$ cat src/verilog/oms_pkg.sv
// Package with the constants and types of the operating mode select block.
package oms_pkg;

  // ----------------------------------------
  // Register map
  // ----------------------------------------
  localparam logic [11:0] MODE_CONTROL_ADDR = 12'h000;
  localparam int          EXT_BIT           = 7;
  localparam int          RESV_HI           = 6;
  localparam int          RESV_LO           = 3;
  localparam logic [3:0]  RESV_VALUE        = 4'h0;
  localparam logic        EXT_RESET         = 1'h0;
  localparam logic [31:0] RDATA_IDLE        = 32'h0000_0000;

  // ----------------------------------------
  // Mode pin encodings
  // ----------------------------------------
  localparam logic [2:0] MODE_1 = 3'h1;
  localparam logic [2:0] MODE_2 = 3'h2;
  localparam logic [2:0] MODE_3 = 3'h3;
  localparam logic [2:0] MODE_6 = 3'h6;
  localparam logic [2:0] MODE_7 = 3'h7;

  // CPU addressing style.
  typedef enum logic [1:0] {
    OMS_CPU_NORMAL,
    OMS_CPU_ADVANCED,
    OMS_CPU_EMULATION
  } oms_cpu_type;

  // Decoded operating mode as seen by the rest of the chip.
  typedef struct packed {
    oms_cpu_type cpu_mode;
    logic        rom_enabled;
    logic        expansion;
    logic        single_chip;
    logic        emulation;
    logic        unsupported;
  } oms_mode_type;

  // Three mode pin levels, highest pin in bit 2.
  typedef struct packed {
    logic hi;
    logic mid;
    logic lo;
  } oms_pins_type;

endpackage

$ cat src/verilog/oms_top.sv
// Operating mode select: mode pin decode and mode control register on APB.
//
// The implementer's own choices: the register addresses and register access over APB.
`timescale 1ns/1ns
// Function
// - Mode 1: advanced, ROM off, expansion on
// - Modes 2/3: ROM on, advanced/normal addressing
// - Modes 6/7: emulation with ROM on
// - Reduced pins: top pin forced to zero
// - Mode 1: extended enable reads one, fixed
// - Modes 2/3: extended enable writable, resets zero
// - Bits 6 to 3 read zero, ignored
// - Bits 2..0 report mode pins, read-only
// - Pin levels latched when register is read
// - After reset status loads from pins

// The block decodes the three strap pins into the operating mode of the chip and
// offers one eight-bit mode control register in the low byte of word zero on APB.
// The decode runs from the latched status bits, so the mode seen by the chip only
// moves at reset, on a read of the register or, for expansion and single-chip, on an enable write; a board that moves its
// straps in operation is not followed until the next read.
// The slave never inserts wait states: a read is answered in the access cycle
// with data captured at the setup edge, and a write lands at the access edge.
// Unmapped words answer with an error and have no side effect.
// The extended enable is only writable in modes 2 and 3; in the emulation modes
// it keeps its stored value, which is zero after reset.
module oms_top (
  // Clock and reset.
  input  wire logic                  clk,
  input  wire logic                  reset,
  // Board straps.
  input  wire oms_pkg::oms_pins_type mode_pins,
  input  wire logic                  reduced_pins,
  // APB slave.
  input  wire logic                  psel,
  input  wire logic                  penable,
  input  wire logic                  pwrite,
  input  wire logic [11:0]           paddr,
  input  wire logic [31:0]           pwdata,
  output logic [31:0]                prdata,
  output logic                       pready,
  output logic                       pslverr,
  // Decoded operating mode.
  output oms_pkg::oms_mode_type      mode_out
);

  // ----------------------------------------
  // State
  // ----------------------------------------
  // Register state and the next values that feed it.
  oms_pkg::oms_pins_type mode_status;
  oms_pkg::oms_pins_type next_mode_status;
  logic                  extended_enable;
  logic                  next_extended_enable;
  logic [31:0]           next_prdata;
  oms_pkg::oms_mode_type next_mode_out;

  // Combinational helpers; none of these hold state.
  oms_pkg::oms_pins_type pins_eff;
  logic                  hit;
  logic                  setup_read;
  logic                  access_write;
  logic                  is_mode1;
  logic                  is_mode23;
  logic                  ext_read;
  logic [7:0]            reg_view;

  // ----------------------------------------
  // Bus decode
  // ----------------------------------------

  // A missing top pin is seen as low so that a floating pad cannot select emulation.
  always_comb begin
    pins_eff    = mode_pins;
    pins_eff.hi = mode_pins.hi & ~reduced_pins;
  end

  // The slave never waits; unmapped addresses answer with an error.
  assign hit          = (paddr == oms_pkg::MODE_CONTROL_ADDR);
  assign setup_read   = psel & ~penable & ~pwrite & hit;
  assign access_write = psel & penable & pwrite & hit;
  assign pready       = 1'b1;
  assign pslverr      = psel & penable & ~hit;

  // Mode flags come from the latched status, not the raw pins.
  assign is_mode1  = (mode_status == oms_pkg::MODE_1);
  assign is_mode23 = (mode_status == oms_pkg::MODE_2) |
                     (mode_status == oms_pkg::MODE_3);

  // Mode 1 always reports extended operation whatever was written.
  assign ext_read = is_mode1 | extended_enable;

  // Register view used by a read; status bits are refreshed from the pins in the same cycle.
  always_comb begin
    reg_view                                = 8'h00;
    reg_view[oms_pkg::EXT_BIT]              = ext_read;
    reg_view[oms_pkg::RESV_HI:oms_pkg::RESV_LO] = oms_pkg::RESV_VALUE;
    reg_view[2:0]                           = pins_eff;
  end

  // ----------------------------------------
  // Mode control register
  // ----------------------------------------

  // Next values of the register state.
  always_comb begin
    next_mode_status     = mode_status;
    next_extended_enable = extended_enable;
    next_prdata          = oms_pkg::RDATA_IDLE;
    // Reset reloads the status from the pins on every edge while it is held.
    if (reset) begin
      next_mode_status     = pins_eff;
      next_extended_enable = oms_pkg::EXT_RESET;
    end else begin
      // A read captures the pins at the setup edge; the access cycle shows them.
      if (setup_read) begin
        next_mode_status = pins_eff;
        next_prdata      = {24'h000000, reg_view};
      end
      // Only the enable bit is writable, and only in modes 2 and 3.
      if (access_write && is_mode23) begin
        next_extended_enable = pwdata[oms_pkg::EXT_BIT];
      end
    end
  end

  // Register stage; reset is handled in the next-value logic above.
  always_ff @(posedge clk) begin
    mode_status     <= next_mode_status;
    extended_enable <= next_extended_enable;
    prdata          <= next_prdata;
  end

  // ----------------------------------------
  // Mode decode
  // ----------------------------------------

  // Unsupported combinations fall back to a safe ROM-off, no-expansion state.
  always_comb begin
    next_mode_out             = '0;
    next_mode_out.cpu_mode    = oms_pkg::OMS_CPU_NORMAL;
    case (mode_status)
      oms_pkg::MODE_1: begin
        next_mode_out.cpu_mode  = oms_pkg::OMS_CPU_ADVANCED;
        next_mode_out.expansion = 1'b1;
      end
      oms_pkg::MODE_2: begin
        next_mode_out.cpu_mode    = oms_pkg::OMS_CPU_ADVANCED;
        next_mode_out.rom_enabled = 1'b1;
        next_mode_out.expansion   = extended_enable;
        next_mode_out.single_chip = ~extended_enable;
      end
      oms_pkg::MODE_3: begin
        next_mode_out.cpu_mode    = oms_pkg::OMS_CPU_NORMAL;
        next_mode_out.rom_enabled = 1'b1;
        next_mode_out.expansion   = extended_enable;
        next_mode_out.single_chip = ~extended_enable;
      end
      oms_pkg::MODE_6, oms_pkg::MODE_7: begin
        next_mode_out.cpu_mode    = oms_pkg::OMS_CPU_EMULATION;
        next_mode_out.rom_enabled = 1'b1;
        next_mode_out.emulation   = 1'b1;
      end
      default: begin
        next_mode_out.unsupported = 1'b1;
      end
    endcase
    // Reset wins over the decode so that the chip starts in a quiet state.
    if (reset) begin
      next_mode_out             = '0;
      next_mode_out.cpu_mode    = oms_pkg::OMS_CPU_NORMAL;
    end
  end

  // The decoded mode is registered so that the chip sees clean levels.
  always_ff @(posedge clk) begin
    mode_out <= next_mode_out;
  end
endmodule

$ cat config.mk
export PLATFORM = sky130hd
export DESIGN_NAME = oms_top
export DESIGN_NICKNAME = d
export VERILOG_FILES = /design/src/verilog/oms_pkg.sv /design/src/verilog/oms_top.sv
export SDC_FILE = /design/constraint.sdc
export NUM_CORES = 1
export LEC_CHECK = 0
export ABC_AREA = 0
export BUFFER_PORTS_ARGS = -buffer_cell sky130_fd_sc_hd__clkbuf_2
export CORE_MARGIN = 2
export CORE_UTILIZATION = 34
export CTS_CLUSTER_DIAMETER = 200
export DETAILED_ROUTE_END_ITERATION = 16
export PLACE_DENSITY = 0.84
export SLEW_MARGIN = 0
export SYNTH_ARGS = -nofsm -noshare
export SYNTH_HDL_FRONTEND = slang
export SYNTH_SLANG_ARGS = --single-unit
$ cat constraint.sdc
create_clock -name clk -period 2 [get_ports clk]
set_input_delay 0.1 -clock clk [delete_from_list [all_inputs] [get_ports clk]]
set_output_delay 0.1 -clock clk [all_outputs]
set_load 0.01 [all_outputs]
==> qor.yml, run 1 <==
floorplan:
  dieHeight_um: 51.5
  placementRows: 17
  die_x_um: 51.5
  initial_core_util_pct: 35.4
  core_sq_um: 2170
  dieArea_sq_um: 2650
  num_io_pins: 94
finish:
  drive_gt1_share_pct: 36.0
  nets: 165
  layout_commonest_cell: "clkbuf_2"
  layout_common_cells: "33 x clkbuf_2, 29 x conb_1, 11 x dfxtp_1"
  final_cells: 139
  area_growth_pct: 15.3
  fillers: 235
  antennaDiodeCount: 0
global_routing:
  grt_pass1_vias: 447
  grt_usage_pct: 9.35
  antenna_found_initial: 0
  grt_max_degree: 9
  grt_overflow: 0
  grt_pass1_wl_mm: 1.75
timing:
  fin_crit_ns: 1.20
  setup_slack_ns: 0.797
  setup_viol: 0
  grt_setup_unrepaired: "no"
  hold_viol: 0
  setup_tns_ns: 0
  finalCritPeriodShare_pct: 60.2
  fmax_mhz: 831
  finalClockSkew_ns: 0.00829
  slew_viol_final: 0
setup_path:
  path_delay_family: "simple AND/OR/NAND/NOR gates"
  critical_path.startpoint_type: "input pin"
  r2r_setup_slack_ns: 0.90
  path_class: "in2out"
  cpPeakStageDelay_ns: 0.39
  reg2reg_depth: 2
  crit_fanout: 2
  critical_path_depth: 5
  required_ns: 1.90
  cp-end-kind: "output port"
  critical-path-slowest-cell: "nor4_1"
  crit_buf_inv: 2
  cp_cell_sequence: "clkbuf_2 -> nor4_1 -> nand2_1 -> o211a_1 -> clkbuf_2"
  cp_data_arrival_time_ns: 1.10
  cp_common_cell: "clkbuf_2"
yosys:
  seq_area_frac_synth_pct: 40.5
  ys_ff_latch: 14
  synthDistinctLibCells: 25
  syn_area_per_cell_sq_um: 10.1
  yosys_warnings: 0
  synth_area_sq_um: 767
  synthCells: 76
drt:
  wl_mm: 1.14
  drc_errors: 0
  route.met3.wl_um: 166
  routed_via_density: 3.78
  wl_met2_um: 617
  ant_nets: 0
  dr_total_vias: 526
  avgRoutedWirePerCell_um: 8.17
  routed.top_layer: "met4"
  drt_iter0_drc: 1
  m1WireLength_um: 342
  dr.pass1.iters: 2
clock_network:
  clk_latency_ns: 0.28
  clkSlewWorstSetupHoldPaths_ns: 0.08
  cts_tree: "yes"
  clock-sinks: 14
  cts-resized-gates: 0
  postCtsSetupBuffers: 0
  cts-root-buf: "clkbuf_4"
  htree_levels: 1
  numCtsBuffers: 3
  cts_buffer_depth: 2
flow_run:
  maxCapViolations: 0
pwr:
  p_leak_uw: 0.000447
  power_uw: 547
  max-vdd-ir-drop_v: 0.000367
  p_per_area_nw_per_um2: 619
placement:
  dp_slack_ns: 0.571
  dp_cells: 133
  io_buffer_count: 33
  hpwlAfterDp_mm: 1.02
  routabilityCongestion: 0.711
min_path:
  hold_path_class: "in2reg"
  min_path_cells: 2
run_status:
  status: "completed"
-- routing by layer --
layer,vias to the layer above,track usage [%]
met5,-,0
met4,0,3.95
met3,2,7.18
met2,30,17.3
met1,227,6.90
li1,267,-
-- layout make-up --
type,instances,area (sq um),share of cell area (%)
Clock buffer,3,22.5,2.55
Clock inverter,1,3.75,0.424
Inverter,1,3.75,0.424
Multi-Input combinational cell,57,324,36.6
Sequential cell,14,310,35.1
Tap cell,28,35.0,3.96
Timing Repair Buffer,35,185,20.9
-- final timing paths --
| path | start | endpoint |
|---|---|---|
| worst max-delay path | paddr[1] | pslverr |
| worst min-delay path | reduced_pins | mode_status[2]$_DFFE_PP_ |
| worst max register to register | mode_status[2]$_DFFE_PP_ | extended_enable$_SDFFE_PP0P_ |
| worst min register to register | extended_enable$_SDFFE_PP0P_ | mode_out[2]$_SDFF_PP0_ |
-- worst register-to-register path, delay by kind of cell, from the launching register on --
kind | cells | cell delay [ns]
DFF | 1 | 0.51
and+or+nand+nor | 1 | 0.32
muxes | 1 | 0.21
-- sequential cells by signal (all words and copies together) (netlist names) --
| signal | cells |
|---|---|
| mode_out | 6 |
| prdata | 4 |
| mode_status | 3 |
| extended_enable | 1 |
-- Yosys cell counts --
| cell | number | share of area, % |
|---|---|---|
| nor2b_1 | 2 | 1.6 |
| or2b_2 | 1 | 1.1 |
| mux2i_1 | 2 | 2.6 |
| inv_1 | 1 | 0.49 |
| buf_4 | 30 | 29 |
| nand4_1 | 2 | 1.6 |
| edfxtp_1 | 3 | 12 |
| clkbuf_2 | 1 | 0.65 |
| nor3_2 | 1 | 1.3 |
| or2b_1 | 1 | 0.98 |
| nor4_1 | 2 | 1.6 |
| and2_1 | 4 | 3.3 |
| xnor2_1 | 1 | 1.1 |
| nand2_1 | 1 | 0.49 |
| o21bai_1 | 1 | 0.98 |
| conb_1 | 2 | 0.98 |
| dfxtp_1 | 11 | 29 |
| nor3b_1 | 2 | 2.0 |
| nor2_1 | 1 | 0.49 |
| o211a_1 | 1 | 1.3 |
| a211oi_1 | 1 | 0.98 |
| nor3_1 | 2 | 1.3 |
| or4_4 | 1 | 1.5 |
| o21a_1 | 1 | 0.98 |
| nor4_4 | 1 | 2.8 |
-- where the power goes --
part	internal, uW	leakage [uW]	switching, uW	total, uW
Sequential	301	0.000119	9.74	311
Combinational	34.3	0.000313	49.1	83.4
Clock	72.3	0.0000154	80.8	153
-- cell families after synthesis --
logic type | Yosys count | synth area share (%)
other | 2 | 0.979
DFF | 14 | 40.5
buffers and inverters | 32 | 30.5
xor gates and xnor gates | 1 | 1.14
AOI/OAI and AO/OA | 4 | 4.24
muxes | 2 | 2.61
and+or+nand+nor | 21 | 20.1
-- stage by stage --
step	utilization, %	hold slack, ns	instance area (sq um)
finish	40.8	0.0954	885
floorplan	-	0.177	868
detailed placement	38.6	0.298	838
global placement	38.6	0.295	838
global route	40.8	0.0902	885
CTS	39.9	0.00260	865
-- what timing repair did --
item,CTS,global route
endpoints found under the hold margin,0,2
hold buffers,0,2
endpoints found under the setup margin,0,0
No activity file was read; power rests on OpenSTA's default activity.
==> run 2, diff against run 1 <==
--- a/config.mk
+++ b/config.mk
@@ -8,10 +8,10 @@
 export ABC_AREA = 0
 export BUFFER_PORTS_ARGS = -buffer_cell sky130_fd_sc_hd__clkbuf_2
 export CORE_MARGIN = 2
-export CORE_UTILIZATION = 34
+export CORE_UTILIZATION = 29
 export CTS_CLUSTER_DIAMETER = 200
 export DETAILED_ROUTE_END_ITERATION = 16
-export PLACE_DENSITY = 0.84
+export PLACE_DENSITY = 0.76
 export SLEW_MARGIN = 0
 export SYNTH_ARGS = -nofsm -noshare
 export SYNTH_HDL_FRONTEND = slang
==> constraint.sdc (replaced) <==
create_clock -name clk -period 1.1 [get_ports clk]
set_input_delay 0.055 -clock clk [delete_from_list [all_inputs] [get_ports clk]]
set_output_delay 0.055 -clock clk [all_outputs]
set_load 0.01 [all_outputs]
==> run 2 against run 1 <==
Sequential share of layout area decreased by 2.3 points. Critical path depth unchanged. Global-route usage decreased by 0.28 points. Die area increased by 16%. Utilization decreased by 2.9 points. Via count increased by 5.1%. Critical endpoint is now extended_enable$_SDFFE_PP0P_. Largest cell class unchanged.
==> qor.yml, run 2 (same netlist as run 1, synthesis figures left out) <==
placement:
  hpwlAfterDp_mm: 1.13
  routabilityCongestion: 0.636
  io_buffer_count: 33
drt:
  m1WireLength_um: 491
  wl_mm: 1.39
  drc_errors: 0
  ant_nets: 0
  avgRoutedWirePerCell_um: 9.67
  dr.pass1.iters: 3
  routed_via_density: 3.84
  routed.top_layer: "met4"
  drt_iter0_drc: 4
  wl_met2_um: 754
  route.met3.wl_um: 138
  dr_total_vias: 553
setup_path:
  r2r_setup_slack_ns: 0.07
  reg2reg_depth: 3
  crit_fanout: 3
  critical_path.startpoint_type: "input pin"
  cp_data_arrival_time_ns: 1.29
  startpoint: "paddr[11]"
  required_ns: 1.31
  path_class: "in2reg"
  cp-end-kind: "flop"
  reg2reg_from: "mode_status[2]$_DFFE_PP_"
  r2r-end: "prdata[7]$_SDFF_PP0_"
finish:
  area_growth_pct: 23.5
  multi_input_area_sq_um: 348
  antennaDiodeCount: 0
  layout_common_cells: "33 x clkbuf_2, 29 x conb_1, 11 x dfxtp_1"
  top_regs: "mode_out x6, prdata x4, mode_status x3"
  fillers: 266
  nets: 168
  seq_area_sq_um: 310
  regMostFlops: "mode_out"
  fin_util_pct: 37.9
  drive_gt1_share_pct: 41.2
  layout_commonest_cell: "clkbuf_2"
  largest_reg_flops: 6
floorplan:
  placementRows: 18
  dieArea_sq_um: 3070
  num_io_pins: 94
  die_x_um: 55.4
  initial_core_util_pct: 30.7
  dieHeight_um: 55.4
  core_sq_um: 2500
timing:
  finalClockSkew_ns: 0.00383
  grt_setup_unrepaired: "yes"
  finalCritPeriodShare_pct: 97.6
  fin_crit_ns: 1.07
  fmax_mhz: 931
  slew_viol_final: 0
  fin_worst_hold_slack_ns: 0.0535
  setup_viol: 0
  hold_viol: 0
global_routing:
  grt_overflow: 0
  grt_pass1_wl_mm: 2.17
  grt_usage_pct: 9.07
  antenna_found_initial: 0
  grt_pass1_vias: 498
  grt_max_degree: 9
clock_network:
  htree_levels: 1
  cts_buffer_depth: 2
  numCtsBuffers: 3
  cts_tree: "yes"
  cts-root-buf: "clkbuf_4"
  clk_latency_ns: 0.28
  clkSlewWorstSetupHoldPaths_ns: 0.09
  clock-sinks: 14
pwr:
  p_leak_uw: 0.000473
  max-vdd-ir-drop_v: 0.000731
  p_per_area_nw_per_um2: 1170
flow_run:
  maxCapViolations: 0
min_path:
  min_path_cells: 2
  worstHoldEndpoint: "mode_status[2]$_DFFE_PP_"
  min_from: "reduced_pins"
  hold_path_class: "in2reg"
run_status:
  status: "completed"
[run 2: area by class of cell]
cell class,instances,area share [%]
multi-input combinational,57,36.7
sequential,14,32.8
timing repair buffer,38,22.3
tap,30,3.96
clock buffer,4,3.83
inverter,1,0.396
[run 2: critical path: stages]
cell      delay, ns
clkbuf_2       0.08
or4_4          0.53
buf_6          0.15
nor4_4         0.27
mux2i_1        0.20
[run 2: through the flow]
step / worst slack [ns] / cells / instance area (sq um) / TNS [ns] / total power (uW)
3_5_place_dp: -0.167 / 137 / 867 / -1.17 / 737
5_1_grt: -0.0211 / 144 / 947 / -0.0211 / 1170
6_report: 0.0259 / 144 / 947 / 0 / 1110
3_3_place_gp: -0.137 / 137 / 867 / -0.996 / 731
2_1_floorplan: -0.00229 / 103 / 888 / -0.00229 / 748
4_1_cts: 0.0214 / 144 / 931 / 0 / 1110
[run 2: per-layer routing]
metal  global-route usage [%]  vias to the layer above
met5                        0                        -
met1                     8.66                      250
met2                     16.7                       32
li1                         -                      269
met3                     3.98                        2
met4                     3.83                        0
[run 2: report_power, final]
| group | internal (uW) | leakage [uW] | switching (uW) |
|---|---|---|---|
| combinational | 74.5 | 0.000333 | 104 |
| sequential | 547 | 0.000119 | 10.9 |
| clock | 201 | 0.0000210 | 168 |
[run 2: how the worst max path moves through the flow]
stage / cells past startpoint / slack, ns / to
2_1_floorplan: 4 / -0.002 / extended_enable$_SDFFE_PP0P_
3_3_place_gp: 4 / -0.14 / mode_status[0]$_DFFE_PP_
3_5_place_dp: 4 / -0.17 / mode_status[1]$_DFFE_PP_
4_1_cts: 3 / 0.02 / extended_enable$_SDFFE_PP0P_
5_1_grt: 5 / -0.02 / extended_enable$_SDFFE_PP0P_
6_report: 5 / 0.03 / extended_enable$_SDFFE_PP0P_
[run 2: timing repair]
item                                    in CTS  in global routing
hold endpoints to repair                     3                  0
buffers inserted                             1                  0
pin swaps                                    1                  1
resized for setup                            0                  3
endpoints found under the setup margin       1                  5
gates cloned                                 0                  0
hold buffers                                 2                  0
==> run 3, diff against run 2 <==
--- a/config.mk
+++ b/config.mk
@@ -5,13 +5,13 @@
 export SDC_FILE = /design/constraint.sdc
 export NUM_CORES = 1
 export LEC_CHECK = 0
-export ABC_AREA = 0
+export ABC_AREA = 1
 export BUFFER_PORTS_ARGS = -buffer_cell sky130_fd_sc_hd__clkbuf_2
 export CORE_MARGIN = 2
 export CORE_UTILIZATION = 29
 export CTS_CLUSTER_DIAMETER = 200
 export DETAILED_ROUTE_END_ITERATION = 16
-export PLACE_DENSITY = 0.76
+export PLACE_DENSITY = 0.75
 export SLEW_MARGIN = 0
 export SYNTH_ARGS = -nofsm -noshare
 export SYNTH_HDL_FRONTEND = slang
==> run 3 against run 2 <==
Via count is 9.6% higher. Highest routed layer unchanged. Register-to-register slack worse by 0.03 ns. Die area is 3.0% higher. Maximum frequency is 1.7% higher. Critical path type is now reg2reg. Synthesized cell count is 29% higher. Sequential cell count stayed put.
==> qor.yml, run 3 <==
finish:
  fillers: 267
  multi_input_area_sq_um: 318
  nets: 189
  layout_commonest_cell: "clkbuf_2"
  drive_gt1_share_pct: 33.3
  antennaDiodeCount: 0
  final_cells: 165
  area_growth_pct: 18.6
  regMostFlops: "mode_out"
  final_area_sq_um: 940
  seq_area_sq_um: 310
  largest_reg_flops: 6
  layout_common_cells: "33 x clkbuf_2, 29 x conb_1, 15 x nor2_1"
  top_regs: "mode_out x6, prdata x4, mode_status x3"
floorplan:
  dieHeight_um: 56.3
  initial_core_util_pct: 31.4
  placementRows: 18
  num_io_pins: 94
  die_x_um: 56.3
  core_sq_um: 2520
  dieArea_sq_um: 3170
global_routing:
  grt_pass1_vias: 524
  grt_overflow: 0
  antenna_found_initial: 0
  grt_pass1_wl_mm: 1.97
  top_usage_layer: "met2"
  met3_usage_pct: 2.30
  grt_max_degree: 9
  use_met1_pct: 6.49
  gr-usage-met2_pct: 16.0
  grt_usage_pct: 8.09
clock_network:
  clk_latency_ns: 0.28
  cts_tree: "yes"
  clkSlewWorstSetupHoldPaths_ns: 0.08
  cts-root-buf: "clkbuf_4"
  numCtsBuffers: 3
  htree_levels: 1
  cts_buffer_depth: 2
  clock-sinks: 14
  postCtsSetupBuffers: 0
pwr:
  p_leak_uw: 0.000516
  p_per_area_nw_per_um2: 1160
  max-vdd-ir-drop_v: 0.000679
  power_uw: 1090
setup_path:
  cp_data_arrival_time_ns: 1.25
  critical_path.startpoint_type: "flop"
  path_class: "reg2reg"
  crit_fanout: 3
  required_ns: 1.29
  r2r_setup_slack_ns: 0.04
  cp-end-kind: "flop"
drt:
  drt_iter0_drc: 3
  drc_errors: 0
  routed_via_density: 3.67
  ant_nets: 0
  wl_mm: 1.22
  dr_total_vias: 606
  avgRoutedWirePerCell_um: 7.41
  dr.pass1.iters: 4
timing:
  fmax_mhz: 947
  setup_slack_ns: 0.0438
  fin_worst_hold_slack_ns: 0.0139
  slew_viol_final: 0
  grt_setup_unrepaired: "yes"
  finalCritPeriodShare_pct: 96.0
  finalClockSkew_ns: 0.00180
  setup_viol: 0
  fin_crit_ns: 1.06
  hold_viol: 0
placement:
  postPlaceCellArea_sq_um: 878
  dp_cells: 159
  hpwlAfterDp_mm: 1.04
  io_buffer_count: 33
  routabilityCongestion: 0.728
  dp_slack_ns: 0.0461
yosys:
  yosys.area.top_type: "buf_4"
  syn_area_per_cell_sq_um: 8.08
  synthTopCellsByArea: "buf_4 28%, dfxtp_1 28%, edfxtp_1 11%"
  synthFlopType: "dfxtp_1"
  synthDistinctLibCells: 17
  yosys_warnings: 0
  synth_area_sq_um: 792
  synth_edf_count: 3
  ys_ff_latch: 14
  synth.most_common_cell: "buf_4"
  ys_top_cells_by_count: "30 x buf_4, 16 x nor2_1, 12 x inv_1"
  synth-async-reset-ratio_pct: 0
  seq_area_frac_synth_pct: 39.2
  synth_top_area_share_pct: 28.4
  synthCells: 98
flow_run:
  maxCapViolations: 0
min_path:
  hold_path_class: "in2reg"
run_status:
  status: "completed"
==> run 3: cell types whose count changed after synthesis, sizes merged, moves of 2 or more <==
| cell | delta |
|---|---|
| nor2 | +16 |
| inv | +11 |
| nand2 | +9 |
| nand3 | +4 |
| nor4 | -3 |
| and2 | -2 |
| mux2i | -2 |
| nor2b | -2 |
| or2b | -2 |
==> run 3: timing repair <==
action | in CTS | in global routing
hold buffers | 2 | 0
gates resized for setup | 0 | 3
endpoints found under the hold margin | 4 | 0
setup endpoints to repair | 0 | 2
==> run 3: kinds of logic (layout without fill, tap and decap cells) <==
family          after synthesis  count (layout)  share of synthesized area [%]
compound gates                2               2                           1.58
buf+inv                      42              52                           34.1
flops                        14              14                           39.2
other cells                   2              29                          0.948
simple gates                 38              38                           24.2
==> run 3: per-stage QoR <==
step | TNS, ns | utilization, %
after floorplan | 0 | -
after global routing | -0.0476 | 37.3
after detailed placement | 0 | 34.8
final | 0 | 37.3
after global placement | 0 | 34.8
after CTS | 0 | 37.1
==> run 3: path summary, 6_finish.rpt <==
check / from / endpoint / cells past startpoint
worst max register to register: mode_status[2]$_DFFE_PP_ / mode_out[3]$_SDFF_PP0_ / 5
worst min-delay path: reduced_pins / prdata[2]$_SDFF_PP0_ / 4
worst min register to register: extended_enable$_SDFFE_PP0P_ / mode_out[2]$_SDFF_PP0_ / 1
worst max-delay path: mode_status[2]$_DFFE_PP_ / mode_out[3]$_SDFF_PP0_ / 5
==> run 3: metal layers <==
layer	wire, um	up-vias
met5	0	-
met4	37	0
met3	122	4
met2	669	35
met1	394	254
li1	-	313
==> run 3: final cells by class <==
class | instances | share of cell area, %
clock buffer | 4 | 3.86
inverter | 12 | 4.79
sequential | 14 | 33.0
tap | 30 | 3.99
timing repair buffer | 36 | 20.5
multi-input combinational | 69 | 33.8
==> run 3: worst max-delay path: stages, from the launching register on <==
cell and delay [ns]:
edfxtp_1 0.42, nor2_1 0.16, nand2_1 0.11, nand2_1 0.07, inv_1 0.04, a211oi_1 0.17
==> run 3: power breakdown <==
part / internal [uW] / switching (uW)
Clock: 201 / 163
Sequential: 546 / 8.73
Combinational: 60.3 / 108
Total: 808 / 280
